**src/common/pcfg_cfg.svh**
```systemverilog
`ifndef PCFG_CFG_SVH
`define PCFG_CFG_SVH

// ****************************************************************
// Configuration dword indices (byte offset / 4)
// ****************************************************************
`define PCFG_DW_IDENT       6'h00
`define PCFG_DW_CTRL_STAT   6'h01
`define PCFG_DW_CLASS       6'h02
`define PCFG_DW_HEADER      6'h03
`define PCFG_DW_MEM_BASE    6'h04
`define PCFG_DW_ROM_BASE    6'h0C

// ****************************************************************
// Byte offsets of the registers themselves
// ****************************************************************
`define PCFG_OFS_VENDOR     8'h00
`define PCFG_OFS_DEVICE     8'h02
`define PCFG_OFS_CONTROL    8'h04
`define PCFG_OFS_STATUS     8'h06
`define PCFG_OFS_REVISION   8'h08
`define PCFG_OFS_PROG_IF    8'h09
`define PCFG_OFS_SUBCLASS   8'h0A
`define PCFG_OFS_CLASS      8'h0B
`define PCFG_OFS_HEADER     8'h0E
`define PCFG_OFS_MEM_BASE   8'h10
`define PCFG_OFS_ROM_BASE   8'h30

// ****************************************************************
// Control register bit positions
// ****************************************************************
`define PCFG_CTL_IO_EN      0
`define PCFG_CTL_MEM_EN     1
`define PCFG_CTL_PAL_SNOOP  5
`define PCFG_CTL_PERR_EN    6
`define PCFG_CTL_WAIT_CYC   7
`define PCFG_CTL_SERR_EN    8

// ****************************************************************
// Status register bit positions
// ****************************************************************
`define PCFG_ST_SEL_LO      9
`define PCFG_ST_TGT_ABORT   11
`define PCFG_ST_SYS_ERR     14
`define PCFG_ST_PAR_ERR     15

// ****************************************************************
// Fixed field values
// ****************************************************************
`define PCFG_SEL_TIMING     2'h1
`define PCFG_PROG_IF_VAL    8'h00
`define PCFG_SUBCLASS_VAL   8'h00
`define PCFG_CLASS_VAL      8'h03
`define PCFG_CTRL_RST       4'h0
`define PCFG_MEMORY_WINDOW_BASE_RST      8'h00
`define PCFG_ROM_WINDOW_BASE_RST      14'h0000

`endif

```
**src/common/pcfg_pkg.sv**
```systemverilog
package pcfg_pkg;

    // Direction of a configuration access
    typedef enum logic [0:0]
    {
        PCFG_RD = 1'b0,
        PCFG_WR = 1'b1
    } pcfg_dir_t;

    // One configuration dword
    typedef logic [31:0] pcfg_word_t;

    // Active-low byte enables of a dword
    typedef logic [3:0] pcfg_be_t;

endpackage : pcfg_pkg

```
**src/pcfg_sticky.sv**
```systemverilog
`timescale 1ns/1ns

// ****************************************************************
// Sticky flag bank, hardware set, write-one-to-clear
// ****************************************************************
module pcfg_sticky
#(
    parameter int WIDTH = 1
)
(
    // Clock and reset
    input  wire logic             clk_i,
    input  wire logic             rst_n_i,
    // Events and software clears
    input  wire logic [WIDTH-1:0] set_i,
    input  wire logic [WIDTH-1:0] clr_i,
    // Flag state
    output logic      [WIDTH-1:0] flag_o
);

    logic [WIDTH-1:0] flag_ff;     // Held flags
    logic [WIDTH-1:0] nxt_flag;    // Next flags

    // Set wins over a clear in the same cycle, so no event is lost
    always_comb
    begin
        nxt_flag = (flag_ff & ~clr_i) | set_i;
    end

    // Flag register, clear at reset
    always_ff @(posedge clk_i)
    begin
        if (!rst_n_i)
        begin
            flag_ff <= '0;
        end
        else
        begin
            flag_ff <= nxt_flag;
        end
    end

    assign flag_o = flag_ff;

endmodule : pcfg_sticky

```
**src/pcfg_target.sv**
```systemverilog
`timescale 1ns/1ns
`include "pcfg_cfg.svh"

// Operation
// - Vendor code fixed at offset 00h, read-only
// - Device code fixed at offset 02h, read-only
// - Registers reached only by configuration cycles
// - Control bits 15 to 10 read zero
// - Control bits 2, 4, 9 read zero
// - Special cycles ignored; control bit 3 zero
// - Control bit 7 always reads one
// - Address parity SERR needs control bits 8, 6
// - Control bit 6 gates PERR, resets zero
// - Palette snoop bit stops palette claiming
// - Control bit 1 enables memory decode
// - Control bit 0 enables I/O response
// - Status bits clear on written ones
// - Status bit 15 flags any parity error
// - Status bit 14 flags SERR assertion
// - Status bits 13, 12 read zero
// - Non-adjacent I/O enables abort, set bit 11
// - Parity error also sets status bit 11
// - Status bits 10:9 read binary 01
// - Memory base bits 31:24 writable, size zero
module pcfg_target
    import pcfg_pkg::*;
#(
    parameter logic [15:0] VENDOR_CODE = 16'h5A5A, // Arbitrary value
    parameter logic [15:0] DEVICE_CODE = 16'h0101, // Arbitrary value
    parameter logic [7:0]  REV_CODE    = 8'h00     // Arbitrary value
)
(
    // Clock and reset
    input  wire logic        REF_CLK_I,
    input  wire logic        RST_N_I,
    // Configuration access port
    input  wire logic        CFG_REQ_I,
    input  wire pcfg_dir_t   CFG_DIR_I,
    input  wire logic [5:0]  CFG_DWORD_I,
    input  wire pcfg_be_t    CFG_BE_N_I,
    input  wire pcfg_word_t  CFG_WDATA_I,
    output logic             CFG_ACK_O,
    output pcfg_word_t       CFG_RDATA_O,
    // Error events from the bus parity checker
    input  wire logic        ADDR_PERR_I,
    input  wire logic        DATA_PERR_I,
    // I/O cycle qualifiers from the target decoder
    input  wire logic        IO_CYCLE_I,
    input  wire pcfg_be_t    IO_BE_N_I,
    input  wire logic        PAL_HIT_I,
    input  wire logic        PAL_WRITE_I,
    // Open-drain error pins
    output logic             SERR_N_O,
    output logic             SERR_OE_N_O,
    output logic             PERR_N_O,
    output logic             PERR_OE_N_O,
    // Decode controls for the rest of the device
    output logic             IO_CLAIM_O,
    output logic             IO_TGT_ABORT_O,
    output logic             PAL_UPDATE_O,
    output logic             MEM_DECODE_EN_O,
    output logic [7:0]       MEM_BASE_O,
    output logic [13:0]      ROM_BASE_O,
    output logic             ROM_EN_O
);

    // ****************************************************************
    // Access decode
    // ****************************************************************
    logic [3:0]  lane;           // Active-high byte lanes
    logic        wr_go;          // Write taken this cycle
    logic        rd_go;          // Read taken this cycle
    logic        wr_ctrl;        // Write to control/status dword
    logic        wr_memory_window_base;       // Write to memory base dword
    logic        wr_rom_window_base;       // Write to ROM base dword

    // Configuration cycles are the only way in
    assign lane     = ~CFG_BE_N_I;
    assign wr_go    = CFG_REQ_I && (CFG_DIR_I == PCFG_WR);
    assign rd_go    = CFG_REQ_I && (CFG_DIR_I == PCFG_RD);
    assign wr_ctrl  = wr_go && (CFG_DWORD_I == `PCFG_DW_CTRL_STAT);
    assign wr_memory_window_base = wr_go && (CFG_DWORD_I == `PCFG_DW_MEM_BASE);
    assign wr_rom_window_base = wr_go && (CFG_DWORD_I == `PCFG_DW_ROM_BASE);

    // ****************************************************************
    // Control register
    // ****************************************************************
    logic io_en_ff;      // I/O response enable
    logic mem_en_ff;     // Frame-buffer decode enable
    logic snoop_ff;      // Palette snoop
    logic perr_en_ff;    // Parity error response
    logic serr_en_ff;    // System error enable

    // Low byte holds the four writable low bits
    always_ff @(posedge REF_CLK_I)
    begin
        if (!RST_N_I)
        begin
            // All enables off until software sets them
            {perr_en_ff, snoop_ff, mem_en_ff, io_en_ff} <=
                `PCFG_CTRL_RST;
        end
        else if (wr_ctrl && lane[0])
        begin
            io_en_ff   <= CFG_WDATA_I[`PCFG_CTL_IO_EN];
            mem_en_ff  <= CFG_WDATA_I[`PCFG_CTL_MEM_EN];
            snoop_ff   <= CFG_WDATA_I[`PCFG_CTL_PAL_SNOOP];
            perr_en_ff <= CFG_WDATA_I[`PCFG_CTL_PERR_EN];
        end
    end

    // SERR enable lives in the second byte
    always_ff @(posedge REF_CLK_I)
    begin
        if (!RST_N_I)
        begin
            serr_en_ff <= 1'b0;
        end
        else if (wr_ctrl && lane[1])
        begin
            serr_en_ff <= CFG_WDATA_I[`PCFG_CTL_SERR_EN];
        end
    end

    // Assembled control word; master-only bits are tied off
    logic [15:0] ctrl_word;
    always_comb
    begin
        ctrl_word                       = 16'h0000;
        ctrl_word[`PCFG_CTL_IO_EN]      = io_en_ff;
        ctrl_word[`PCFG_CTL_MEM_EN]     = mem_en_ff;
        ctrl_word[`PCFG_CTL_PAL_SNOOP]  = snoop_ff;
        ctrl_word[`PCFG_CTL_PERR_EN]    = perr_en_ff;
        ctrl_word[`PCFG_CTL_WAIT_CYC]   = 1'b1;
        ctrl_word[`PCFG_CTL_SERR_EN]    = serr_en_ff;
    end

    // ****************************************************************
    // Error signalling
    // ****************************************************************
    logic serr_go;       // SERR pulse request
    logic perr_go;       // PERR pulse request
    logic abort_go;      // Target abort on an I/O cycle
    logic be_adjacent;   // I/O byte enables are contiguous
    logic serr_ff;       // SERR drive
    logic perr_ff;       // PERR drive

    // Contiguous check: no gap between active lanes
    always_comb
    begin
        unique case (~IO_BE_N_I)
            4'h0, 4'h1, 4'h2, 4'h4, 4'h8,
            4'h3, 4'h6, 4'hC, 4'h7, 4'hE, 4'hF:
                be_adjacent = 1'b1;
            default:
                be_adjacent = 1'b0;
        endcase
    end

    // Both enables needed for SERR on address parity
    assign serr_go  = ADDR_PERR_I && serr_en_ff && perr_en_ff;
    // PERR only when the response bit is set
    assign perr_go  = (ADDR_PERR_I || DATA_PERR_I) && perr_en_ff;
    // Only I/O cycles the device responds to can be aborted
    assign abort_go = IO_CYCLE_I && io_en_ff && !be_adjacent;

    // Pins driven low for one cycle per event
    always_ff @(posedge REF_CLK_I)
    begin
        if (!RST_N_I)
        begin
            serr_ff <= 1'b0;
            perr_ff <= 1'b0;
        end
        else
        begin
            serr_ff <= serr_go;
            perr_ff <= perr_go;
        end
    end

    // Open drain: enable low only while pulling low
    assign SERR_N_O    = 1'b0;
    assign SERR_OE_N_O = ~serr_ff;
    assign PERR_N_O    = 1'b0;
    assign PERR_OE_N_O = ~perr_ff;

    // ****************************************************************
    // Status register
    // ****************************************************************
    logic [2:0]  st_set;     // Parity, system error, target abort
    logic [2:0]  st_clr;     // Software clears
    logic [2:0]  st_flag;    // Held flags
    logic [15:0] stat_word;  // Assembled status word
    logic [15:0] w1c;        // Ones written to status

    // Upper half of the dword carries the status lanes
    assign w1c = wr_ctrl ? (CFG_WDATA_I[31:16] & {{8{lane[3]}}, {8{lane[2]}}})
                         : 16'h0000;

    // Bit 11 also set by any parity error, regardless of enables
    assign st_set = { ADDR_PERR_I || DATA_PERR_I,
                      serr_go,
                      abort_go || ADDR_PERR_I || DATA_PERR_I };
    assign st_clr = { w1c[`PCFG_ST_PAR_ERR],
                      w1c[`PCFG_ST_SYS_ERR],
                      w1c[`PCFG_ST_TGT_ABORT] };

    pcfg_sticky #(.WIDTH(3)) u_stat_flags
    (
        .clk_i   (REF_CLK_I),
        .rst_n_i (RST_N_I),
        .set_i   (st_set),
        .clr_i   (st_clr),
        .flag_o  (st_flag)
    );

    // Master-only bits stay zero; select timing is constant
    always_comb
    begin
        stat_word                          = 16'h0000;
        stat_word[`PCFG_ST_PAR_ERR]        = st_flag[2];
        stat_word[`PCFG_ST_SYS_ERR]        = st_flag[1];
        stat_word[`PCFG_ST_TGT_ABORT]      = st_flag[0];
        stat_word[`PCFG_ST_SEL_LO+1 -: 2]  = `PCFG_SEL_TIMING;
    end

    // ****************************************************************
    // Window base registers
    // ****************************************************************
    logic [7:0]  memory_window_base_ff;   // Memory window base, bits 31:24
    logic [13:0] rom_window_base_ff;   // ROM window base, bits 31:18
    logic        rom_en_ff;  // ROM decode enable

    // Only the top byte is writable, which fixes a 16MB window
    always_ff @(posedge REF_CLK_I)
    begin
        if (!RST_N_I)
        begin
            memory_window_base_ff <= `PCFG_MEMORY_WINDOW_BASE_RST;
        end
        else if (wr_memory_window_base && lane[3])
        begin
            memory_window_base_ff <= CFG_WDATA_I[31:24];
        end
    end

    // ROM base split over two lanes; size bits are not stored
    always_ff @(posedge REF_CLK_I)
    begin
        if (!RST_N_I)
        begin
            rom_window_base_ff <= `PCFG_ROM_WINDOW_BASE_RST;
        end
        else if (wr_rom_window_base)
        begin
            if (lane[3])
            begin
                rom_window_base_ff[13:6] <= CFG_WDATA_I[31:24];
            end
            if (lane[2])
            begin
                rom_window_base_ff[5:0] <= CFG_WDATA_I[23:18];
            end
        end
    end

    // ROM decode enable in the low lane
    always_ff @(posedge REF_CLK_I)
    begin
        if (!RST_N_I)
        begin
            rom_en_ff <= 1'b0;
        end
        else if (wr_rom_window_base && lane[0])
        begin
            rom_en_ff <= CFG_WDATA_I[0];
        end
    end

    // ****************************************************************
    // Read data and acknowledge
    // ****************************************************************
    pcfg_word_t rd_mux;      // Selected dword
    pcfg_word_t rdata_ff;    // Registered read data
    logic       ack_ff;      // One-cycle acknowledge

    // Unmapped and reserved dwords read zero
    always_comb
    begin
        unique case (CFG_DWORD_I)
            `PCFG_DW_IDENT:     rd_mux = {DEVICE_CODE, VENDOR_CODE};
            `PCFG_DW_CTRL_STAT: rd_mux = {stat_word, ctrl_word};
            `PCFG_DW_CLASS:     rd_mux = {`PCFG_CLASS_VAL,
                                          `PCFG_SUBCLASS_VAL,
                                          `PCFG_PROG_IF_VAL, REV_CODE};
            `PCFG_DW_MEM_BASE:  rd_mux = {memory_window_base_ff, 24'h000000};
            `PCFG_DW_ROM_BASE:  rd_mux = {rom_window_base_ff, 17'h00000, rom_en_ff};
            default:            rd_mux = 32'h00000000;
        endcase
    end

    // Answer every request one cycle later
    always_ff @(posedge REF_CLK_I)
    begin
        if (!RST_N_I)
        begin
            ack_ff   <= 1'b0;
            rdata_ff <= 32'h00000000;
        end
        else
        begin
            ack_ff   <= CFG_REQ_I;
            rdata_ff <= rd_go ? rd_mux : 32'h00000000;
        end
    end

    assign CFG_ACK_O   = ack_ff;
    assign CFG_RDATA_O = rdata_ff;

    // ****************************************************************
    // Decode controls
    // ****************************************************************
    // Snoop leaves palette reads and writes unclaimed but writes still land
    assign IO_CLAIM_O      = io_en_ff && !(snoop_ff && PAL_HIT_I);
    assign PAL_UPDATE_O    = io_en_ff && PAL_HIT_I && PAL_WRITE_I;
    assign IO_TGT_ABORT_O  = abort_go;
    assign MEM_DECODE_EN_O = mem_en_ff;
    assign MEM_BASE_O      = memory_window_base_ff;
    assign ROM_BASE_O      = rom_window_base_ff;
    // ROM needs the memory enable as well
    assign ROM_EN_O        = rom_en_ff && mem_en_ff;
endmodule : pcfg_target

```
**config.mk**
```make
export PLATFORM = sky130hd
export DESIGN_NAME = pcfg_target
export DESIGN_NICKNAME = d
export VERILOG_FILES = /design/src/common/pcfg_pkg.sv /design/src/pcfg_sticky.sv /design/src/pcfg_target.sv
export VERILOG_INCLUDE_DIRS = /design/src /design/src/common
export SDC_FILE = /design/constraint.sdc
export NUM_CORES = 1
export LEC_CHECK = 0
export BUFFER_PORTS_ARGS = -buffer_cell sky130_fd_sc_hd__buf_2
export CELL_PAD_IN_SITES_DETAIL_PLACEMENT = 0
export CELL_PAD_IN_SITES_GLOBAL_PLACEMENT = 1
export CORE_MARGIN = 4
export CORE_UTILIZATION = 35
export CTS_CLUSTER_SIZE = 40
export DETAILED_ROUTE_END_ITERATION = 7
export GPL_TIMING_DRIVEN = 0
export MAX_ROUTING_LAYER = met4
export PLACE_DENSITY_LB_ADDON = 0.05
export SYNTH_ARGS = -nofsm -noshare
export SYNTH_HDL_FRONTEND = slang
export SYNTH_HIERARCHICAL = 1
export SYNTH_SLANG_ARGS = --single-unit
export TNS_END_PERCENT = 5
```
**constraint.sdc**
```tcl
create_clock -name REF_CLK_I -period 3.36 [get_ports REF_CLK_I]
set_input_delay 0.504 -clock REF_CLK_I [delete_from_list [all_inputs] [get_ports REF_CLK_I]]
set_output_delay 0.504 -clock REF_CLK_I [all_outputs]
set_load 0.03 [all_outputs]
```
# Word-level counts from Yosys, hierarchy flattened
# Memories as Yosys holds them, arrays and structs flattened.
# Cells that the tools add are included.
[word_totals]
reg_bits = 66
latch_bits = 0
ram_bits = 0
rom_bits = 16
inputBits = 55
output_inout_bits = 64
n_memories = 1
[memory_table]
columns = ["memory", "depth", "word_bits", "rd", "rd_clocked_by_memory_dff", "wr", "line_no", "source"]
rows = [
  ["(no name shown)", 16, 1, 1, 0, 0, "pcfg_target.sv:151", "unique case (~IO_BE_N_I)"],
]
[op_classes]
addsub = 0
mul = 0
div = 0
order_cmp = 0
n_eq_ne = 4
shift = 0
mux = 2
n_bitwise = 9
n_reduce_logical = 28
[op_table]
columns = ["cell", "count"]
rows = [
  ["32-bit case mux with 5 select lines", 1],
  ["1-bit logical AND", 19],
  ["16-bit bitwise AND", 1],
  ["16-bit two-way mux", 1],
  ["4-bit inverter", 2],
  ["6-bit by 1-bit equality test with 1-bit output, second input constant", 1],
  ["6-bit by 2-bit equality test with 1-bit output, second input constant", 1],
  ["6-bit by 3-bit equality test with 1-bit output, second input constant", 1],
  ["6-bit by 4-bit equality test with 1-bit output, second input constant", 1],
  ["6-bit logical NOT", 1],
  ["2-bit AND reduction", 3],
  ["3-bit bitwise AND", 1],
  ["1-bit logical OR", 3],
  ["1-bit inverter", 3],
  ["3-bit inverter", 1],
  ["3-bit OR", 1],
  ["1-bit logical NOT", 2],
]

# Logic depth before layout (Yosys ltp)
# An unclocked memory read counts as a cell.
[depth]
word_depth = 7
mapped_depth = 6
depth_no_buf = 5

# Cells and area by module
# Netlist, hierarchy kept.
[modules_own_cells]
columns = ["mod", "n_inst", "cells_each", "area_each_um2", "seq_area_each_um2"]
rows = [
  ["pcfg_target", 1, 238, 2217.1, 1041.0],
  ["pcfg_sticky", 1, 9, 123.9, 60.1],
]

# Least setup slack after synthesis
# No wires, ideal clock.
[synth_timing]
kind = "in2out"
start = "input port IO_BE_N_I[1]"
end = "output port IO_TGT_ABORT_O"
arrival_ns = 1.345
t_required_ns = 2.856
setup_slack_ns = 1.511
stages = 2
cell_sequence = "and2_1 -> nor3_1"
[synth_between]
elab_chain_cells = 4
[synth_rtl]
columns = ["item", "line_no", "source"]
rows = [
  ["start, declared", "pcfg_target.sv:49", "input wire pcfg_be_t IO_BE_N_I,"],
  ["4-bit inverter", "pcfg_target.sv:151", ""],
  ["memory 16 x 1 bit", "n/a", ""],
  ["1-bit logical NOT", "pcfg_target.sv:165", "assign abort_go = IO_CYCLE_I && io_en_ff && !be_adjacent;"],
  ["1-bit logical AND", "pcfg_target.sv:165", ""],
  ["end, declared", "pcfg_target.sv:59", "output logic IO_TGT_ABORT_O,"],
]
# No other way between the ends.

# Worst setup path in the final report
[layout_timing]
start = "register io_en_ff"
end = "output port IO_TGT_ABORT_O"
[layout_between]
elab_chain_cells = 2
[layout_rtl]
columns = ["item", "line_no", "source"]
rows = [
  ["start, declared", "pcfg_target.sv:88", "logic io_en_ff;"],
  ["start signal, assigned", "pcfg_target.sv:100", "{perr_en_ff, snoop_ff, mem_en_ff, io_en_ff} <="],
  ["start signal, assigned", "pcfg_target.sv:105", "io_en_ff <= CFG_WDATA_I[`PCFG_CTL_IO_EN];"],
  ["1-bit logical AND (2 in a row)", "pcfg_target.sv:165", ""],
]
# No other way between the ends.

==> results.tsv <==
stage	metric	value	unit
sta	final setup fails	0	
sta	Worst-Margin Slew	1080	ps
critical_path	Critical Path Fanout Max	5	
global_routing	grt total ovfl	0	
critical_path	CP Data Arrival Time	1240	ps
drt	Antenna Nets Post-Route	0	
synth	xor/xnor share of the synthesized area	0.00374	
cts	postcts setup bufs	0	
sta	Max Fclk	572	MHz
sta	Max Slew Vio Count	0	
pwr	Int Pwr	834	uW
synth	simple-gate share of the synthesized area	0.273	
sta	Final Skew	6.99	ps
layout	# diodes	0	
sta	setup_tns	0	ps
floorplan	Die X	89.8	um
drt	Vias/cell	4.70	
synth	syn avg cell area	9.48	um^2
cts	CTS buffer count	5	
critical_path	crit start category	register	
synth	Mapped Area	2340	um^2
layout	Finished Layout Cells	433	
cts	Max Root-Sink Buffers	2	
drt	TritonRoute pass-1 iters	4	
cts	H-tree levels	2	
floorplan	die height	89.8	um
synth	ys flop type	dfxtp_1	
sta	RSZ-0062 raised after global routing	no	
critical_path	CP cell instances	nand2_1 > nor3_1 > buf_2	
outcome	status	finished, final reports clean	
global_routing	met2 usage in global routing	0.276	
placed_design	port bufs	97	
cts	Post-CTS Resized	0	
critical_path	Top delay family on crit path	flip-flops	
global_routing	Global Route met3 Usage	0.0401	
global_routing	initial antenna violation count	0	
pwr	Comb pwr share	0.095	
synth	post-synthesis adder-cell area fraction	0	
floorplan	Total Die Area	8060	um^2
layout	fin nets	412	
cts	cts hold-fix bufs	0	
pwr	switching fraction of total power	0.242	
pwr	Seq pwr share	0.595	
global_routing	largest net degree at the start of global routing	15	
pwr	total power	1.10	mW
placed_design	gp weighted congestion	0.724	
sta	min Tclk post-route	1750	ps
placed_design	post-DP HPWL	4830	um
critical_path	worst path required time	2860	ps
job	maxcap violations	0	
synth	number of enable flip-flop cells after synthesis	0	
cts	clk root buf	clkbuf_8	
global_routing	Top Usage Layer GRT	met2	
sta	final hold vios	0	
floorplan	I/O pins	119	
critical_path	Buf+Inv Stages, Crit Path	1	
placed_design	cell count after placement	427	
pwr	Net Sw Power	267	uW
drt	routed vias	2037	
layout	share of layout cells above drive strength 1	0.368	
pwr	Clk network pwr share	0.310	
floorplan	core outline area	6420	um^2
floorplan	initial core utilization	0.365	
layout	Final Util	0.470	
sta	crit share post-route	0.520	
synth	largest family of logic cells by synthesized area	simple AND/OR/NAND/NOR gates	
layout	synth-to-layout area growth	28.9	%
synth	synth unique cells	40	
pwr	leakage power	1.50	nW
min_path	Min-Delay Path Class	primary input to register	
critical_path	critical path type	register to primary output	
drt	DRT Wirelength	6270	um
synth	asr flop ratio synth	0	
synth	sequential element share of the synthesized area	0.470	
synth	Yosys reg bits	55	
synth	post-synthesis mux area share	0.120	
drt	drt initial violations	103	
cts	TritonCTS clock tree	done	
placed_design	Placement Setup Slack	1330	ps
critical_path	max incr delay on CP	440	ps
synth	Mapped Cells	247	
global_routing	vias in the first global route	2030	
cts	clock-pin slew on the worst setup and hold paths	90	ps
global_routing	wire length of the first global-routing pass	10200	um
synth	compound-gate portion of the synthesized area	0.0615	
synth	yosys warns	6	
drt	drc violations	0	
sta	Slew HR	0.275	
sta	setup slack after layout	1610	ps
cts	Skew-Pair Late Insertion Delay	300	ps
pwr	Max IR drop VDD	0.154	mV
pwr	PD cells	365	nW/um^2
cts	CTS Sinks	55	
global_routing	gr usage total	0.161	
floorplan	Placement Rows	29	
global_routing	GR Util met1	0.190	
critical_path	endpoint type of the worst setup path	primary output	
critical_path	critical path's slowest cell	dfxtp_1	
drt	Avg WL per Cell	14.5	um
[sequential cells by signal, summed over array words and instances, names as in the netlist, 3 cells and up]
| name | flops |
|---|---|
| CFG_RDATA_O | 21 |
| MEM_BASE_O | 8 |
| ROM_BASE_O | 14 |
| u_stat_flags/flag_o | 3 |
[synth_stat cells (all sizes together) (2+ instances only)]
cell type,number,share of area
a32oi,2,0.0075
a21oi,6,0.013
nor2,3,0.0048
nor3,4,0.013
dfxtp,55,0.47
a31oi,3,0.0080
nor2b,4,0.020
nor4,6,0.029
and2,12,0.032
clkbuf,6,0.0096
nand3,21,0.049
a21o,2,0.0064
inv,4,0.0064
buf,18,0.054
nor3b,2,0.0086
o21a,3,0.0096
or3b,2,0.0086
nand2,50,0.080
mux2i,28,0.12
and3,5,0.013
[final cells by class]
cell class | instances | area (um^2)
Timing Repair Buffer | 97 | 485
Buffer | 24 | 149
Multi-Input combinational cell | 170 | 1100
Clock buffer | 6 | 72.6
Fill cell | 647 | 3400
Sequential cell | 55 | 1100
Tap cell | 77 | 96.3
Inverter | 4 | 15.0
[worst register-to-register path, delay by kind of cell, from the launching register on]
family | cells | cell delay, ps
AO/OA/AOI/OAI | 2 | 400
flip-flops | 1 | 440
AND/OR/NAND/NOR | 1 | 100
[cells in the final DEF, fill, tap and decap left out, types with 2 or more instances in the layout]
cell type / n
clkbuf_1: 7
nor2_1: 3
dfxtp_1: 55
buf_2: 99
nor4_4: 2
o21a_1: 3
nand3_1: 19
clkbuf_8: 5
nor3_2: 2
a21o_1: 2
nor4_1: 4
a31oi_1: 3
nand2_1: 50
inv_1: 4
mux2i_1: 28
and2_1: 12
a21oi_1: 6
conb_1: 7
nand3_2: 2
nor2b_4: 3
buf_1: 2
buf_4: 13
a32oi_1: 2
and3_1: 5
nor3_1: 2
[metal layers]
layer  share of wire  up-vias
met1            0.44      921
li1                -     1050
met4           0.011        0
met2            0.49       61
met5               0        -
met3           0.060        5
[kinds of logic (layout without fill, tap and decap cells)]
family,Yosys count,after routing
compound gates,21,21
xor+xnor,1,1
buf+inv,28,131
flops,55,55
mux,28,28
other cells,1,7
simple gates,113,113
[path summary, 6_finish.rpt]
check                 start                      to  slack, ps  cells after the start
max                io_en_ff          IO_TGT_ABORT_O       1610                      3
min          CFG_WDATA_I[1]         MEM_DECODE_EN_O        430                      3
max reg2reg        io_en_ff  u_stat_flags/flag_o[0]       2370                      3
min reg2reg   ROM_BASE_O[2]           ROM_BASE_O[2]        470                      2
[power groups by stage]
stage / registers, mW / clock network, mW / logic, mW
6_report: 0.655 / 0.342 / 0.104
3_5_place_dp: 0.671 / 0 / 0.104
5_1_grt: 0.656 / 0.379 / 0.116
3_3_place_gp: 0.671 / 0 / 0.104
4_1_cts: 0.656 / 0.353 / 0.105
2_1_floorplan: 0.673 / 0 / 0.0582
[per-stage QoR]
stage | instance area, um^2 | hold slack [ps]
floorplan | 2360 | 439
global placement | 2950 | 451
detailed placement | 2950 | 460
CTS | 3020 | 423
global route | 3020 | 430
finish | 3020 | 434
(Power assumes the default switching activity.)
